**config.mk**
```make
export PLATFORM = sky130hd
export DESIGN_NAME = fsp_poller
export DESIGN_NICKNAME = d
export VERILOG_FILES = /design/src/common/fsp_pkg.sv /design/src/common/fsp_bus_if.sv /design/src/verilog/fsp_bus_cycle.sv /design/src/verilog/fsp_poller.sv
export SDC_FILE = /design/constraint.sdc
export NUM_CORES = 1
export LEC_CHECK = 0
export ABC_AREA = 1
export CAP_MARGIN = 20
export CORE_ASPECT_RATIO = 0.8
export CORE_MARGIN = 2
export CORE_UTILIZATION = 68
export DETAILED_ROUTE_END_ITERATION = 8
export DONT_BUFFER_PORTS = 1
export GPL_TIMING_DRIVEN = 0
export PLACE_DENSITY = 0.84
export SYNTH_ARGS = -nofsm -noshare
export SYNTH_HDL_FRONTEND = slang
export SYNTH_SLANG_ARGS = --single-unit
export TNS_END_PERCENT = 10
```
**constraint.sdc**
```tcl
create_clock -name clk -period 4.1 [get_ports clk]
set_clock_uncertainty 0.2 [all_clocks]
set_input_delay 0.82 -clock clk [delete_from_list [all_inputs] [get_ports clk]]
set_output_delay 0.82 -clock clk [all_outputs]
set_load 0.1 [all_outputs]
```
**src/common/fsp_pkg.sv**
```systemverilog
// Constants, types and the polling algorithm summary for the flash status poller
// Function
// RULE1: Busy-time reads return the status byte
// RULE2: Program: completion bit is inverted written data
// RULE3: Programmed location then returns stored bit
// RULE4: Erase: completion bit 0, then 1
// RULE5: Suspend: completion bit 0, then 1
// RULE6: Buffered program: poll last loaded word
// RULE7: Primary toggle inverts each read while busy
// RULE8: Primary toggle stops once erase suspended
// RULE9: Error bit set on operation failure
// RULE10: After error, send read/reset first
// RULE11: Erase timer bit 1 once erase runs
// RULE12: Alternative toggle inverts in erasing blocks
// RULE13: Abort bit set on aborted buffered operation
// RULE14: After abort, send three-cycle reset
// RULE15: Success returns device to read mode
// RULE16: Suspend: other blocks read as array
// RULE17: Chip CRC: completion bit inverts last word
// RULE18: Poll last programmed or erasing-block address
// RULE19: Blank check uses toggle method
// RULE20: Ignore undefined status bits
// RULE21: After reset wake-up, read mode, status clear
// RULE22: Toggles advance once per completed read
package fsp_pkg;
  ////////////////////////////////////////////////////////////////////////////
  // Timing
  localparam int CLK_NS = 100;
  localparam int ACC_NS = 110;
  localparam int ACC_CYC = (ACC_NS + CLK_NS - 1) / CLK_NS;
  localparam int WE_LOW_NS = 100;
  localparam int WE_LOW_CYC = (WE_LOW_NS + CLK_NS - 1) / CLK_NS;
  localparam int BUS_HIGH_NS = 100;
  localparam int BUS_HIGH_CYC = (BUS_HIGH_NS + CLK_NS - 1) / CLK_NS;
  localparam int WAKE_NS = 50000;
  localparam int WAKE_CYC = (WAKE_NS + CLK_NS - 1) / CLK_NS;
  localparam int SYNC_STAGES = 3;
  localparam int CNT_W = 16;
  ////////////////////////////////////////////////////////////////////////////
  // Status byte field positions
  localparam int POS_COMPLETION = 7;
  localparam int POS_PRIMARY_TOGGLE = 6;
  localparam int POS_ERROR = 5;
  localparam int POS_ERASE_TIMER = 3;
  localparam int POS_ALT_TOGGLE = 2;
  localparam int POS_BUFFER_ABORT = 1;
  localparam logic [7:0] STATUS_RESET = 8'h00;
  ////////////////////////////////////////////////////////////////////////////
  // Recovery commands (x16 addressing)
  localparam logic [7:0] CMD_UNLOCK_A = 8'hAA;
  localparam logic [7:0] CMD_UNLOCK_B = 8'h55;
  localparam logic [7:0] CMD_READ_RESET = 8'hF0;
  localparam logic [11:0] ADDR_UNLOCK_A = 12'h555;
  localparam logic [11:0] ADDR_UNLOCK_B = 12'h2AA;
  localparam logic [1:0] SEQ_FULL_START = 2'h0;
  localparam logic [1:0] SEQ_LAST = 2'h2;
  ////////////////////////////////////////////////////////////////////////////
  // Types
  typedef enum logic {FSP_METHOD_DATA, FSP_METHOD_TOGGLE} fsp_method_e;
  typedef enum logic [1:0] {FSP_RES_PASS, FSP_RES_ERROR, FSP_RES_ABORT, FSP_RES_TIMEOUT} fsp_result_e;
endpackage

```
**src/common/fsp_bus_if.sv**
```systemverilog
// Request channel between the poller sequencer and the flash bus cycle engine
`timescale 1ns/10ps
interface fsp_bus_if #(parameter int AW = 26, parameter int DW = 16);
  logic ready;
  logic req;
  logic wr;
  logic [AW-1:0] addr;
  logic [DW-1:0] wdata;
  logic ack;
  logic [DW-1:0] rdata;
  modport master (input ready, ack, rdata, output req, wr, addr, wdata);
  modport engine (output ready, ack, rdata, input req, wr, addr, wdata);
endinterface

```
**src/verilog/fsp_bus_cycle.sv**
```systemverilog
// Flash bus cycle engine: one timed read or write per request
`timescale 1ns/10ps
module fsp_bus_cycle #(
  parameter int AW = 26,
  parameter int DW = 16
) (
  // Clock and reset
  input wire logic clk,
  input wire logic rst_b,
  // Request channel
  fsp_bus_if.engine bus,
  // Flash pins
  output logic flash_ce_b,
  output logic flash_oe_b,
  output logic flash_we_b,
  output logic [AW-1:0] flash_addr,
  input wire logic [DW-1:0] dq_in,
  output logic [DW-1:0] dq_out,
  output logic dq_oe
);
  import fsp_pkg::*;

  if (DW < 8) begin : g_dw_check
    $error("fsp_bus_cycle: DW must be at least 8");
  end

  typedef enum {FSP_B_IDLE, FSP_B_SETUP, FSP_B_STROBE, FSP_B_GAP} fsp_bstate_e;

  fsp_bstate_e state, next_state;
  logic [CNT_W-1:0] cnt, next_cnt;
  logic wr_q, next_wr_q;
  logic ce_q, next_ce_q, oe_q, next_oe_q, we_q, next_we_q, doe_q, next_doe_q;
  logic [AW-1:0] addr_q, next_addr_q;
  logic [DW-1:0] dout_q, next_dout_q, rdata_q, next_rdata_q;
  logic ack_q, next_ack_q;
  logic [DW-1:0] sync1, sync2, sync3;

  ////////////////////////////////////////////////////////////////////////////
  // Pin and channel outputs, all from flip-flops except ready
  assign flash_ce_b = ce_q;
  assign flash_oe_b = oe_q;
  assign flash_we_b = we_q;
  assign flash_addr = addr_q;
  assign dq_out = dout_q;
  assign dq_oe = doe_q;
  assign bus.ready = (state == FSP_B_IDLE);
  assign bus.ack = ack_q;
  assign bus.rdata = rdata_q;

  ////////////////////////////////////////////////////////////////////////////
  // Next-state logic for one bus cycle
  always_comb begin
    next_state = state;
    next_cnt = cnt;
    next_wr_q = wr_q;
    next_ce_q = ce_q;
    next_oe_q = oe_q;
    next_we_q = we_q;
    next_doe_q = doe_q;
    next_addr_q = addr_q;
    next_dout_q = dout_q;
    next_rdata_q = rdata_q;
    next_ack_q = 1'b0;
    case (state)
      FSP_B_IDLE: begin
        if (bus.req) begin
          // Address settles one cycle before any strobe falls
          next_addr_q = bus.addr;
          next_dout_q = bus.wdata;
          next_wr_q = bus.wr;
          next_doe_q = bus.wr;
          next_state = FSP_B_SETUP;
        end
      end
      FSP_B_SETUP: begin
        next_ce_q = 1'b0;
        if (wr_q) begin
          next_we_q = 1'b0;
          next_cnt = CNT_W'(WE_LOW_CYC - 1);
        end else begin
          next_oe_q = 1'b0;
          next_cnt = CNT_W'(ACC_CYC + SYNC_STAGES - 1); // Access time plus synchroniser depth
        end
        next_state = FSP_B_STROBE;
      end
      FSP_B_STROBE: begin
        if (cnt != '0) begin
          next_cnt = cnt - 1'b1;
        end else if (wr_q) begin
          next_we_q = 1'b1;
          next_ce_q = 1'b1;
          next_ack_q = 1'b1;
          next_cnt = CNT_W'(BUS_HIGH_CYC - 1);
          next_state = FSP_B_GAP;
        end else if (sync2 == sync3) begin
          // Strobes rise after every read so each toggle bit advances once [RULE22]
          next_rdata_q = sync3;
          next_oe_q = 1'b1;
          next_ce_q = 1'b1;
          next_ack_q = 1'b1;
          next_cnt = CNT_W'(BUS_HIGH_CYC - 1);
          next_state = FSP_B_GAP;
        end
      end
      FSP_B_GAP: begin
        if (cnt != '0) begin
          next_cnt = cnt - 1'b1;
        end else begin
          next_doe_q = 1'b0;
          next_state = FSP_B_IDLE;
        end
      end
      default: begin
        next_state = FSP_B_IDLE;
      end
    endcase
  end

  ////////////////////////////////////////////////////////////////////////////
  // Registers, including the three-stage data synchroniser
  always_ff @(posedge clk) begin
    sync1 <= dq_in;
    sync2 <= sync1;
    sync3 <= sync2;
    if (!rst_b) begin
      state <= FSP_B_IDLE;
      cnt <= '0;
      wr_q <= 1'b0;
      ce_q <= 1'b1;
      oe_q <= 1'b1;
      we_q <= 1'b1;
      doe_q <= 1'b0;
      addr_q <= '0;
      dout_q <= '0;
      rdata_q <= '0;
      ack_q <= 1'b0;
    end else begin
      state <= next_state;
      cnt <= next_cnt;
      wr_q <= next_wr_q;
      ce_q <= next_ce_q;
      oe_q <= next_oe_q;
      we_q <= next_we_q;
      doe_q <= next_doe_q;
      addr_q <= next_addr_q;
      dout_q <= next_dout_q;
      rdata_q <= next_rdata_q;
      ack_q <= next_ack_q;
    end
  end
endmodule

```
**src/verilog/fsp_poller.sv**
```systemverilog
// Host-side flash status poller: data polling, toggle polling and recovery
`timescale 1ns/10ps
module fsp_poller #(
  parameter int AW = 26,
  parameter int DW = 16,
  parameter int POLL_LIMIT = 65535
) (
  // Clock and reset
  input wire logic clk,
  input wire logic rst_b,
  // User command port
  input wire logic start,
  input wire fsp_pkg::fsp_method_e method,
  input wire logic [AW-1:0] poll_addr,
  input wire logic expected_value,
  input wire logic watch_abort,
  // User status port
  output logic busy,
  output logic done,
  output fsp_pkg::fsp_result_e result,
  output logic [7:0] status_byte,
  // Flash pins
  output logic flash_rst_b,
  output logic flash_ce_b,
  output logic flash_oe_b,
  output logic flash_we_b,
  output logic [AW-1:0] flash_addr,
  input wire logic [DW-1:0] dq_in,
  output logic [DW-1:0] dq_out,
  output logic dq_oe
);
  import fsp_pkg::*;

  // The unlock addresses need at least 12 address bits
  if (POLL_LIMIT < 1 || POLL_LIMIT > 65535 || AW < 12) begin : g_limit_check
    $error("fsp_poller: POLL_LIMIT must lie in 1..65535 and AW be at least 12");
  end

  typedef enum {FSP_P_WAKE, FSP_P_IDLE, FSP_P_READ_A, FSP_P_READ_B, FSP_P_RECOVER, FSP_P_DONE} fsp_pstate_e;

  fsp_bus_if #(.AW(AW), .DW(DW)) bus ();

  fsp_pstate_e state, next_state;
  logic [CNT_W-1:0] cnt, next_cnt;
  logic issued, next_issued;
  logic recheck, next_recheck;
  logic [1:0] seq, next_seq;
  logic method_tog, next_method_tog;
  logic [AW-1:0] addr_q, next_addr_q;
  logic exp_q, next_exp_q, abort_en, next_abort_en;
  logic [7:0] first_q, next_first_q, stat_q, next_stat_q;
  fsp_result_e res_q, next_res_q;
  logic done_q, next_done_q, rst_pin, next_rst_pin;
  logic [7:0] rd;
  logic fail_seen;

  ////////////////////////////////////////////////////////////////////////////
  // Recovery sequence decoding
  function automatic logic [AW-1:0] seq_addr(input logic [1:0] idx);
    seq_addr = (idx == 2'h1) ? AW'(ADDR_UNLOCK_B) : AW'(ADDR_UNLOCK_A);
  endfunction

  function automatic logic [7:0] seq_data(input logic [1:0] idx);
    case (idx)
      2'h0: seq_data = CMD_UNLOCK_A;
      2'h1: seq_data = CMD_UNLOCK_B;
      default: seq_data = CMD_READ_RESET;
    endcase
  endfunction

  ////////////////////////////////////////////////////////////////////////////
  // Bus cycle engine
  fsp_bus_cycle #(.AW(AW), .DW(DW)) u_cycle (
    .clk(clk),
    .rst_b(rst_b),
    .bus(bus.engine),
    .flash_ce_b(flash_ce_b),
    .flash_oe_b(flash_oe_b),
    .flash_we_b(flash_we_b),
    .flash_addr(flash_addr),
    .dq_in(dq_in),
    .dq_out(dq_out),
    .dq_oe(dq_oe)
  );

  ////////////////////////////////////////////////////////////////////////////
  // Outputs and request channel
  assign busy = (state != FSP_P_IDLE);
  assign done = done_q;
  assign result = res_q;
  assign status_byte = stat_q;
  assign flash_rst_b = rst_pin;
  assign rd = bus.rdata[7:0]; // Status sits on the low byte [RULE1]
  assign bus.req = !issued && bus.ready && (state == FSP_P_READ_A || state == FSP_P_READ_B ||
                   state == FSP_P_RECOVER);
  assign bus.wr = (state == FSP_P_RECOVER);
  assign bus.addr = (state == FSP_P_RECOVER) ? seq_addr(seq) : addr_q;
  assign bus.wdata = DW'(seq_data(seq));
  // Only error and, where defined, abort are looked at [RULE20]
  assign fail_seen = rd[POS_ERROR] || (abort_en && rd[POS_BUFFER_ABORT]);

  ////////////////////////////////////////////////////////////////////////////
  // Polling sequencer
  always_comb begin
    next_state = state;
    next_cnt = cnt;
    next_issued = issued;
    next_recheck = recheck;
    next_seq = seq;
    next_method_tog = method_tog;
    next_addr_q = addr_q;
    next_exp_q = exp_q;
    next_abort_en = abort_en;
    next_first_q = first_q;
    next_stat_q = stat_q;
    next_res_q = res_q;
    next_done_q = 1'b0;
    next_rst_pin = 1'b1;
    if (bus.req) begin
      next_issued = 1'b1;
    end
    if (bus.ack) begin
      next_issued = 1'b0;
    end
    case (state)
      FSP_P_WAKE: begin
        // Hold off every access until the device has woken up [RULE21]
        if (cnt == CNT_W'(WAKE_CYC - 1)) begin
          next_cnt = '0;
          next_state = FSP_P_IDLE;
        end else begin
          next_cnt = cnt + 1'b1;
        end
      end
      FSP_P_IDLE: begin
        if (start) begin
          // Caller gives the last programmed or an erasing-block address [RULE18] [RULE6]
          next_addr_q = poll_addr;
          next_exp_q = expected_value;
          next_abort_en = watch_abort;
          next_method_tog = (method == FSP_METHOD_TOGGLE); // Blank check goes here [RULE19]
          next_recheck = 1'b0;
          next_cnt = '0;
          next_state = FSP_P_READ_A;
        end
      end
      FSP_P_READ_A: begin
        if (bus.ack) begin
          next_first_q = rd;
          next_stat_q = rd;
          if (method_tog) begin
            next_state = FSP_P_READ_B;
          end else if (rd[POS_COMPLETION] == exp_q) begin
            // Completion bit matches the data: operation over [RULE2] [RULE3] [RULE4] [RULE17]
            next_res_q = FSP_RES_PASS;
            next_state = FSP_P_DONE;
          end else if (recheck) begin
            next_res_q = first_q[POS_ERROR] ? FSP_RES_ERROR : FSP_RES_ABORT;
            next_seq = first_q[POS_ERROR] ? SEQ_LAST : SEQ_FULL_START;
            next_state = FSP_P_RECOVER;
          end else if (fail_seen) begin
            // Re-read once: the operation may have ended with the failure flag [RULE9] [RULE13]
            next_recheck = 1'b1;
          end else if (cnt == CNT_W'(POLL_LIMIT - 1)) begin
            next_res_q = FSP_RES_TIMEOUT;
            next_state = FSP_P_DONE;
          end else begin
            next_cnt = cnt + 1'b1;
          end
        end
      end
      FSP_P_READ_B: begin
        if (bus.ack) begin
          next_stat_q = rd;
          if (rd[POS_PRIMARY_TOGGLE] == first_q[POS_PRIMARY_TOGGLE]) begin
            // Toggle has stopped: done, suspended or back in read mode [RULE7] [RULE8] [RULE15]
            next_res_q = FSP_RES_PASS;
            next_state = FSP_P_DONE;
          end else if (recheck) begin
            next_res_q = first_q[POS_ERROR] ? FSP_RES_ERROR : FSP_RES_ABORT;
            next_seq = first_q[POS_ERROR] ? SEQ_LAST : SEQ_FULL_START;
            next_state = FSP_P_RECOVER;
          end else if (fail_seen) begin
            next_recheck = 1'b1;
            next_state = FSP_P_READ_A;
          end else if (cnt == CNT_W'(POLL_LIMIT - 1)) begin
            next_res_q = FSP_RES_TIMEOUT;
            next_state = FSP_P_DONE;
          end else begin
            next_cnt = cnt + 1'b1;
            next_state = FSP_P_READ_A;
          end
        end
      end
      FSP_P_RECOVER: begin
        // Error needs read/reset alone, abort the full three cycles [RULE10] [RULE14]
        if (bus.ack) begin
          if (seq == SEQ_LAST) begin
            next_state = FSP_P_DONE;
          end else begin
            next_seq = seq + 2'h1;
          end
        end
      end
      FSP_P_DONE: begin
        // Wait for the last cycle's recovery gap before reporting
        if (bus.ready && !issued) begin
          next_done_q = 1'b1;
          next_state = FSP_P_IDLE;
        end
      end
      default: begin
        next_state = FSP_P_IDLE;
      end
    endcase
  end

  ////////////////////////////////////////////////////////////////////////////
  // Sequencer registers; device reset pin held low with ours
  always_ff @(posedge clk) begin
    if (!rst_b) begin
      state <= FSP_P_WAKE;
      cnt <= '0;
      issued <= 1'b0;
      recheck <= 1'b0;
      seq <= SEQ_FULL_START;
      method_tog <= 1'b0;
      addr_q <= '0;
      exp_q <= 1'b0;
      abort_en <= 1'b0;
      first_q <= STATUS_RESET;
      stat_q <= STATUS_RESET;
      res_q <= FSP_RES_PASS;
      done_q <= 1'b0;
      rst_pin <= 1'b0;
    end else begin
      state <= next_state;
      cnt <= next_cnt;
      issued <= next_issued;
      recheck <= next_recheck;
      seq <= next_seq;
      method_tog <= next_method_tog;
      addr_q <= next_addr_q;
      exp_q <= next_exp_q;
      abort_en <= next_abort_en;
      first_q <= next_first_q;
      stat_q <= next_stat_q;
      res_q <= next_res_q;
      done_q <= next_done_q;
      rst_pin <= next_rst_pin;
    end
  end
endmodule

```
==> results_tabular.tex <==
\begin{tabular}{lr}
\hline
Metric & Value \\
\hline
\multicolumn{2}{l}{\textbf{Synth}} \\
Gate count of the mapped netlist & 1075 \\
FF+latch count, synth & 176 \\
Mapped Area & 0.00773 sq mm \\
Yosys warns & 0 \\
Proportion of register bits with asynchronous set or reset after synthesis & 0\% \\
Share of the yosys chip area belonging to registers & 45.6\% \\
Synth Flop Type & sky130\_fd\_sc\_hd\_\_dfxtp\_1 \\
Post-synthesis area per instance & 7.19 sq um \\
Cell variety after synth & 37 \\
Number of enable-type register cells in the synthesized netlist & 0 \\
\multicolumn{2}{l}{\textbf{Pwr}} \\
Power density over cell area & 716 mW/mm\^{}2 \\
Peak VDD IR & 568 uV \\
Leakage power of the design & 3.62 nW \\
Switch share & 44.8\% \\
Clk pwr share & 28.1\% \\
Overall power after layout & 6.13 mW \\
Switching power & 2.75 mW \\
Combinational share of power & 30.3\% \\
Cell-internal power & 3.39 mW \\
Sequential group share of total power & 41.6\% \\
\multicolumn{2}{l}{\textbf{Timing}} \\
Setup WS post-layout & 1210 ps \\
Clock period minus final worst setup slack & 2890 ps \\
Maximum operating frequency & 346 MHz \\
Final hold viol count & 0 \\
RSZ-0062 raised after global routing & no \\
Tightest slew margin relative to the limit & 28.6\% \\
Summed negative setup slack over all endpoints & 0 ps \\
Max Transition Viols Final & 0 \\
Setup Viol. Count Final & 0 \\
Fraction of the cycle the final worst path needs & 70.4\% \\
Worst Max-Slew Pin Slew & 1070 ps \\
\multicolumn{2}{l}{\textbf{Setup path}} \\
Crit Path Category & flip-flop to output pin \\
Endpoint of the lowest-slack register-to-register path & cnt[6] \\
End point of the critical path & dq\_out[6] \\
Number of buffers and inverters on the critical path & 1 \\
Kind of end point of the critical path & output pin \\
Reg-to-reg critical path startpoint & state[0] \\
Worst setup path startpoint & u\_cycle.dq\_out[6] \\
Crit-path max cell delay & 990 ps \\
Worst path top cell family by delay & flip-flops \\
Maximum fanout count along the critical path & 3 \\
Number of stages on the worst setup path & 1 \\
R2r worst-path depth & 10 \\
Data arrival, critical path & 1870 ps \\
Required @ worst endpoint & 3080 ps \\
Register-to-register setup slack & 1730 ps \\
Slowest CP cell & sky130\_fd\_sc\_hd\_\_dfxtp\_1 \\
Startpoint types & flip-flop \\
Cell breakdown of the critical path & buf\_4 \\
\multicolumn{2}{l}{\textbf{Global route}} \\
Number of antenna violations at the first check in global routing & 0 \\
Combined global-route utilization of all metal layers & 31.5\% \\
Residual overflow from global routing & 0 \\
Number of global-route vias before repair & 6605 \\
Global-route wire length before repair & 30500 um \\
Pin count of the biggest net entering global routing & 19 \\
\multicolumn{2}{l}{\textbf{Route}} \\
Iteration count of the initial detailed-routing pass & 5 \\
Vias after detailed routing & 7143 \\
Wirelength, routed & 19100 um \\
DRC violations left & 0 \\
Post-DR vias/cell & 5.68 \\
Count of antenna-violating nets left after detailed routing & 0 \\
Number of DRC violations after detailed-routing iteration 0 & 605 \\
Post-DR wirelength/cell & 15.2 um \\
\multicolumn{2}{l}{\textbf{Clock network}} \\
Count of cells resized by post-cts repair & 0 \\
Max Buffers Root-to-Sink & 2 \\
Master cell of the clock root buffer & sky130\_fd\_sc\_hd\_\_clkbuf\_16 \\
Count of hold-fix buffers inserted at cts & 0 \\
Clk pin slew, worst setup/hold paths & 70 ps \\
Sinks on Clock Net & 176 \\
Skew-Pair Late Insertion Delay & 430 ps \\
Clock tree from TritonCTS & done \\
Setup repair bufs after CTS & 0 \\
Inserted Clock Buffers & 17 \\
H-tree depth & 4 \\
\multicolumn{2}{l}{\textbf{Die}} \\
Die Y & 99.4 um \\
Horizontal die dimension & 123 um \\
Floorplan Core Area & 0.0110 sq mm \\
Site row count & 34 \\
Full die area & 0.0122 sq mm \\
Effective utilization at floorplan & 70.5\% \\
Boundary pin count & 107 \\
\multicolumn{2}{l}{\textbf{Cells and area}} \\
Number of nets at the end of the flow & 1161 \\
Inserted Diodes & 0 \\
Layout cells sized above 1 & 9.16\% \\
Most common cell after layout, fill and taps aside & sky130\_fd\_sc\_hd\_\_nand2\_1 \\
Layout area overhead & 10.9\% \\
Final cell count without fillers & 1258 \\
Highest-count cells in the layout ignoring fill and taps & 236 x sky130\_fd\_sc\_hd\_\_nand2\_1, 176 x sky130\_fd\_sc\_hd\_\_dfxtp\_1, 160 x sky130\_fd\_sc\_hd\_\_nor2\_1 \\
\multicolumn{2}{l}{\textbf{Worst hold path}} \\
Class of the worst hold path & flip-flop to flip-flop \\
\multicolumn{2}{l}{\textbf{Place}} \\
Weighted congestion reported at the end of routability-driven placement & 0.926 \\
Count of placed standard cells including taps & 1226 \\
Port bufs & 0 \\
Place WS & 1670 ps \\
Detailed-placement wirelength estimate & 12900 um \\
\multicolumn{2}{l}{\textbf{Status}} \\
Status & completed \\
\multicolumn{2}{l}{\textbf{Job}} \\
MaxCap Viol Count & 0 \\
\hline
\end{tabular}
[per-stage QoR]
step                cell area, sq um  hold WS [ps]  util (%)
floorplan                       7760           110         -
global placement                7940           110      72.3
detailed placement              7940           115      72.3
CTS                             8570           131      78.1
global route                    8570           135      78.1
finish                          8570           129      78.1
[logic make-up (layout without fill, tap and decap cells)]
group,count (synthesis),count (layout),share of synthesized area [%]
compound gates,161,161,10.9
xor+xnor,12,12,1.36
fa+ha+maj,12,12,1.94
buf+inv,154,186,8.58
flops,176,176,45.6
other cells,1,8,0.0485
simple gates,559,559,31.6
[state kept, by name, indices dropped and copies added (netlist names), 3 cells and up]
| register | count |
|---|---|
| addr_q | 26 |
| cnt | 16 |
| state | 3 |
| status_byte | 8 |
| u_cycle.bus.rdata | 8 |
| u_cycle.cnt | 16 |
| u_cycle.dq_out | 4 |
| u_cycle.flash_addr | 26 |
| u_cycle.sync1 | 16 |
| u_cycle.sync2 | 16 |
| u_cycle.sync3 | 16 |
[metal layers]
metal / up-vias / GRT usage [%] / part of all wire [%]
li1: 3507 / - / -
met1: 3270 / 38.9 / 42
met2: 322 / 52.4 / 47
met3: 44 / 10.3 / 8.8
met4: 0 / 9.35 / 1.7
met5: - / 0 / 0
[synth_stat cells (2+ instances only)]
library cell / instances / area share [%]
sky130_fd_sc_hd__a21oi_1: 70 / 4.5
sky130_fd_sc_hd__a31oi_1: 11 / 0.89
sky130_fd_sc_hd__buf_1: 4 / 0.19
sky130_fd_sc_hd__buf_2: 13 / 0.84
sky130_fd_sc_hd__buf_4: 14 / 1.4
sky130_fd_sc_hd__buf_6: 2 / 0.29
sky130_fd_sc_hd__clkbuf_1: 18 / 0.87
sky130_fd_sc_hd__dfxtp_1: 176 / 46
sky130_fd_sc_hd__ha_1: 12 / 1.9
sky130_fd_sc_hd__inv_1: 90 / 4.4
sky130_fd_sc_hd__inv_2: 12 / 0.58
sky130_fd_sc_hd__nand2_1: 236 / 11
sky130_fd_sc_hd__nand2_2: 9 / 0.73
sky130_fd_sc_hd__nand2_4: 3 / 0.44
sky130_fd_sc_hd__nand3_1: 86 / 5.6
sky130_fd_sc_hd__nand3_4: 2 / 0.45
sky130_fd_sc_hd__nand3b_1: 3 / 0.29
sky130_fd_sc_hd__nand4_1: 18 / 1.5
sky130_fd_sc_hd__nor2_1: 160 / 7.8
sky130_fd_sc_hd__nor2_2: 5 / 0.40
sky130_fd_sc_hd__nor2_4: 5 / 0.73
sky130_fd_sc_hd__nor3_1: 27 / 1.7
sky130_fd_sc_hd__nor4_1: 2 / 0.16
sky130_fd_sc_hd__o21ai_0: 69 / 4.5
sky130_fd_sc_hd__o21ai_1: 4 / 0.26
sky130_fd_sc_hd__o21bai_1: 2 / 0.19
sky130_fd_sc_hd__or2_2: 2 / 0.16
sky130_fd_sc_hd__xor2_1: 11 / 1.2
[power groups by stage]
stage / registers, mW / logic (mW) / clock network (mW)
after floorplan: 2.53 / 1.44 / 0
after global placement: 2.57 / 1.75 / 0
after detailed placement: 2.58 / 1.79 / 0
after CTS: 2.55 / 1.83 / 1.73
after global routing: 2.57 / 2.04 / 1.80
final: 2.55 / 1.86 / 1.72
[area by class of cell]
| type | instances | area (sq um) |
|---|---|---|
| Buffer | 51 | 275 |
| Inverter | 103 | 388 |
| Fill cell | 815 | 2400 |
| Sequential cell | 176 | 3520 |
| Clock inverter | 14 | 194 |
| Multi-Input combinational cell | 752 | 3570 |
| Clock buffer | 18 | 439 |
| Tap cell | 144 | 180 |
[worst min-delay path by stage]
stage | slack (ps) | end | cells past startpoint | start
4_1_cts | 130 | u_cycle.sync2[0] | 0 | u_cycle.sync1[0]
3_3_place_gp | 110 | u_cycle.sync2[15] | 0 | u_cycle.sync1[15]
6_report | 130 | u_cycle.sync2[15] | 0 | u_cycle.sync1[15]
3_5_place_dp | 110 | u_cycle.sync2[15] | 0 | u_cycle.sync1[15]
2_1_floorplan | 110 | u_cycle.sync2[0] | 0 | u_cycle.sync1[0]
5_1_grt | 140 | u_cycle.sync2[0] | 0 | u_cycle.sync1[0]
Power figures use the tool's default switching activity.
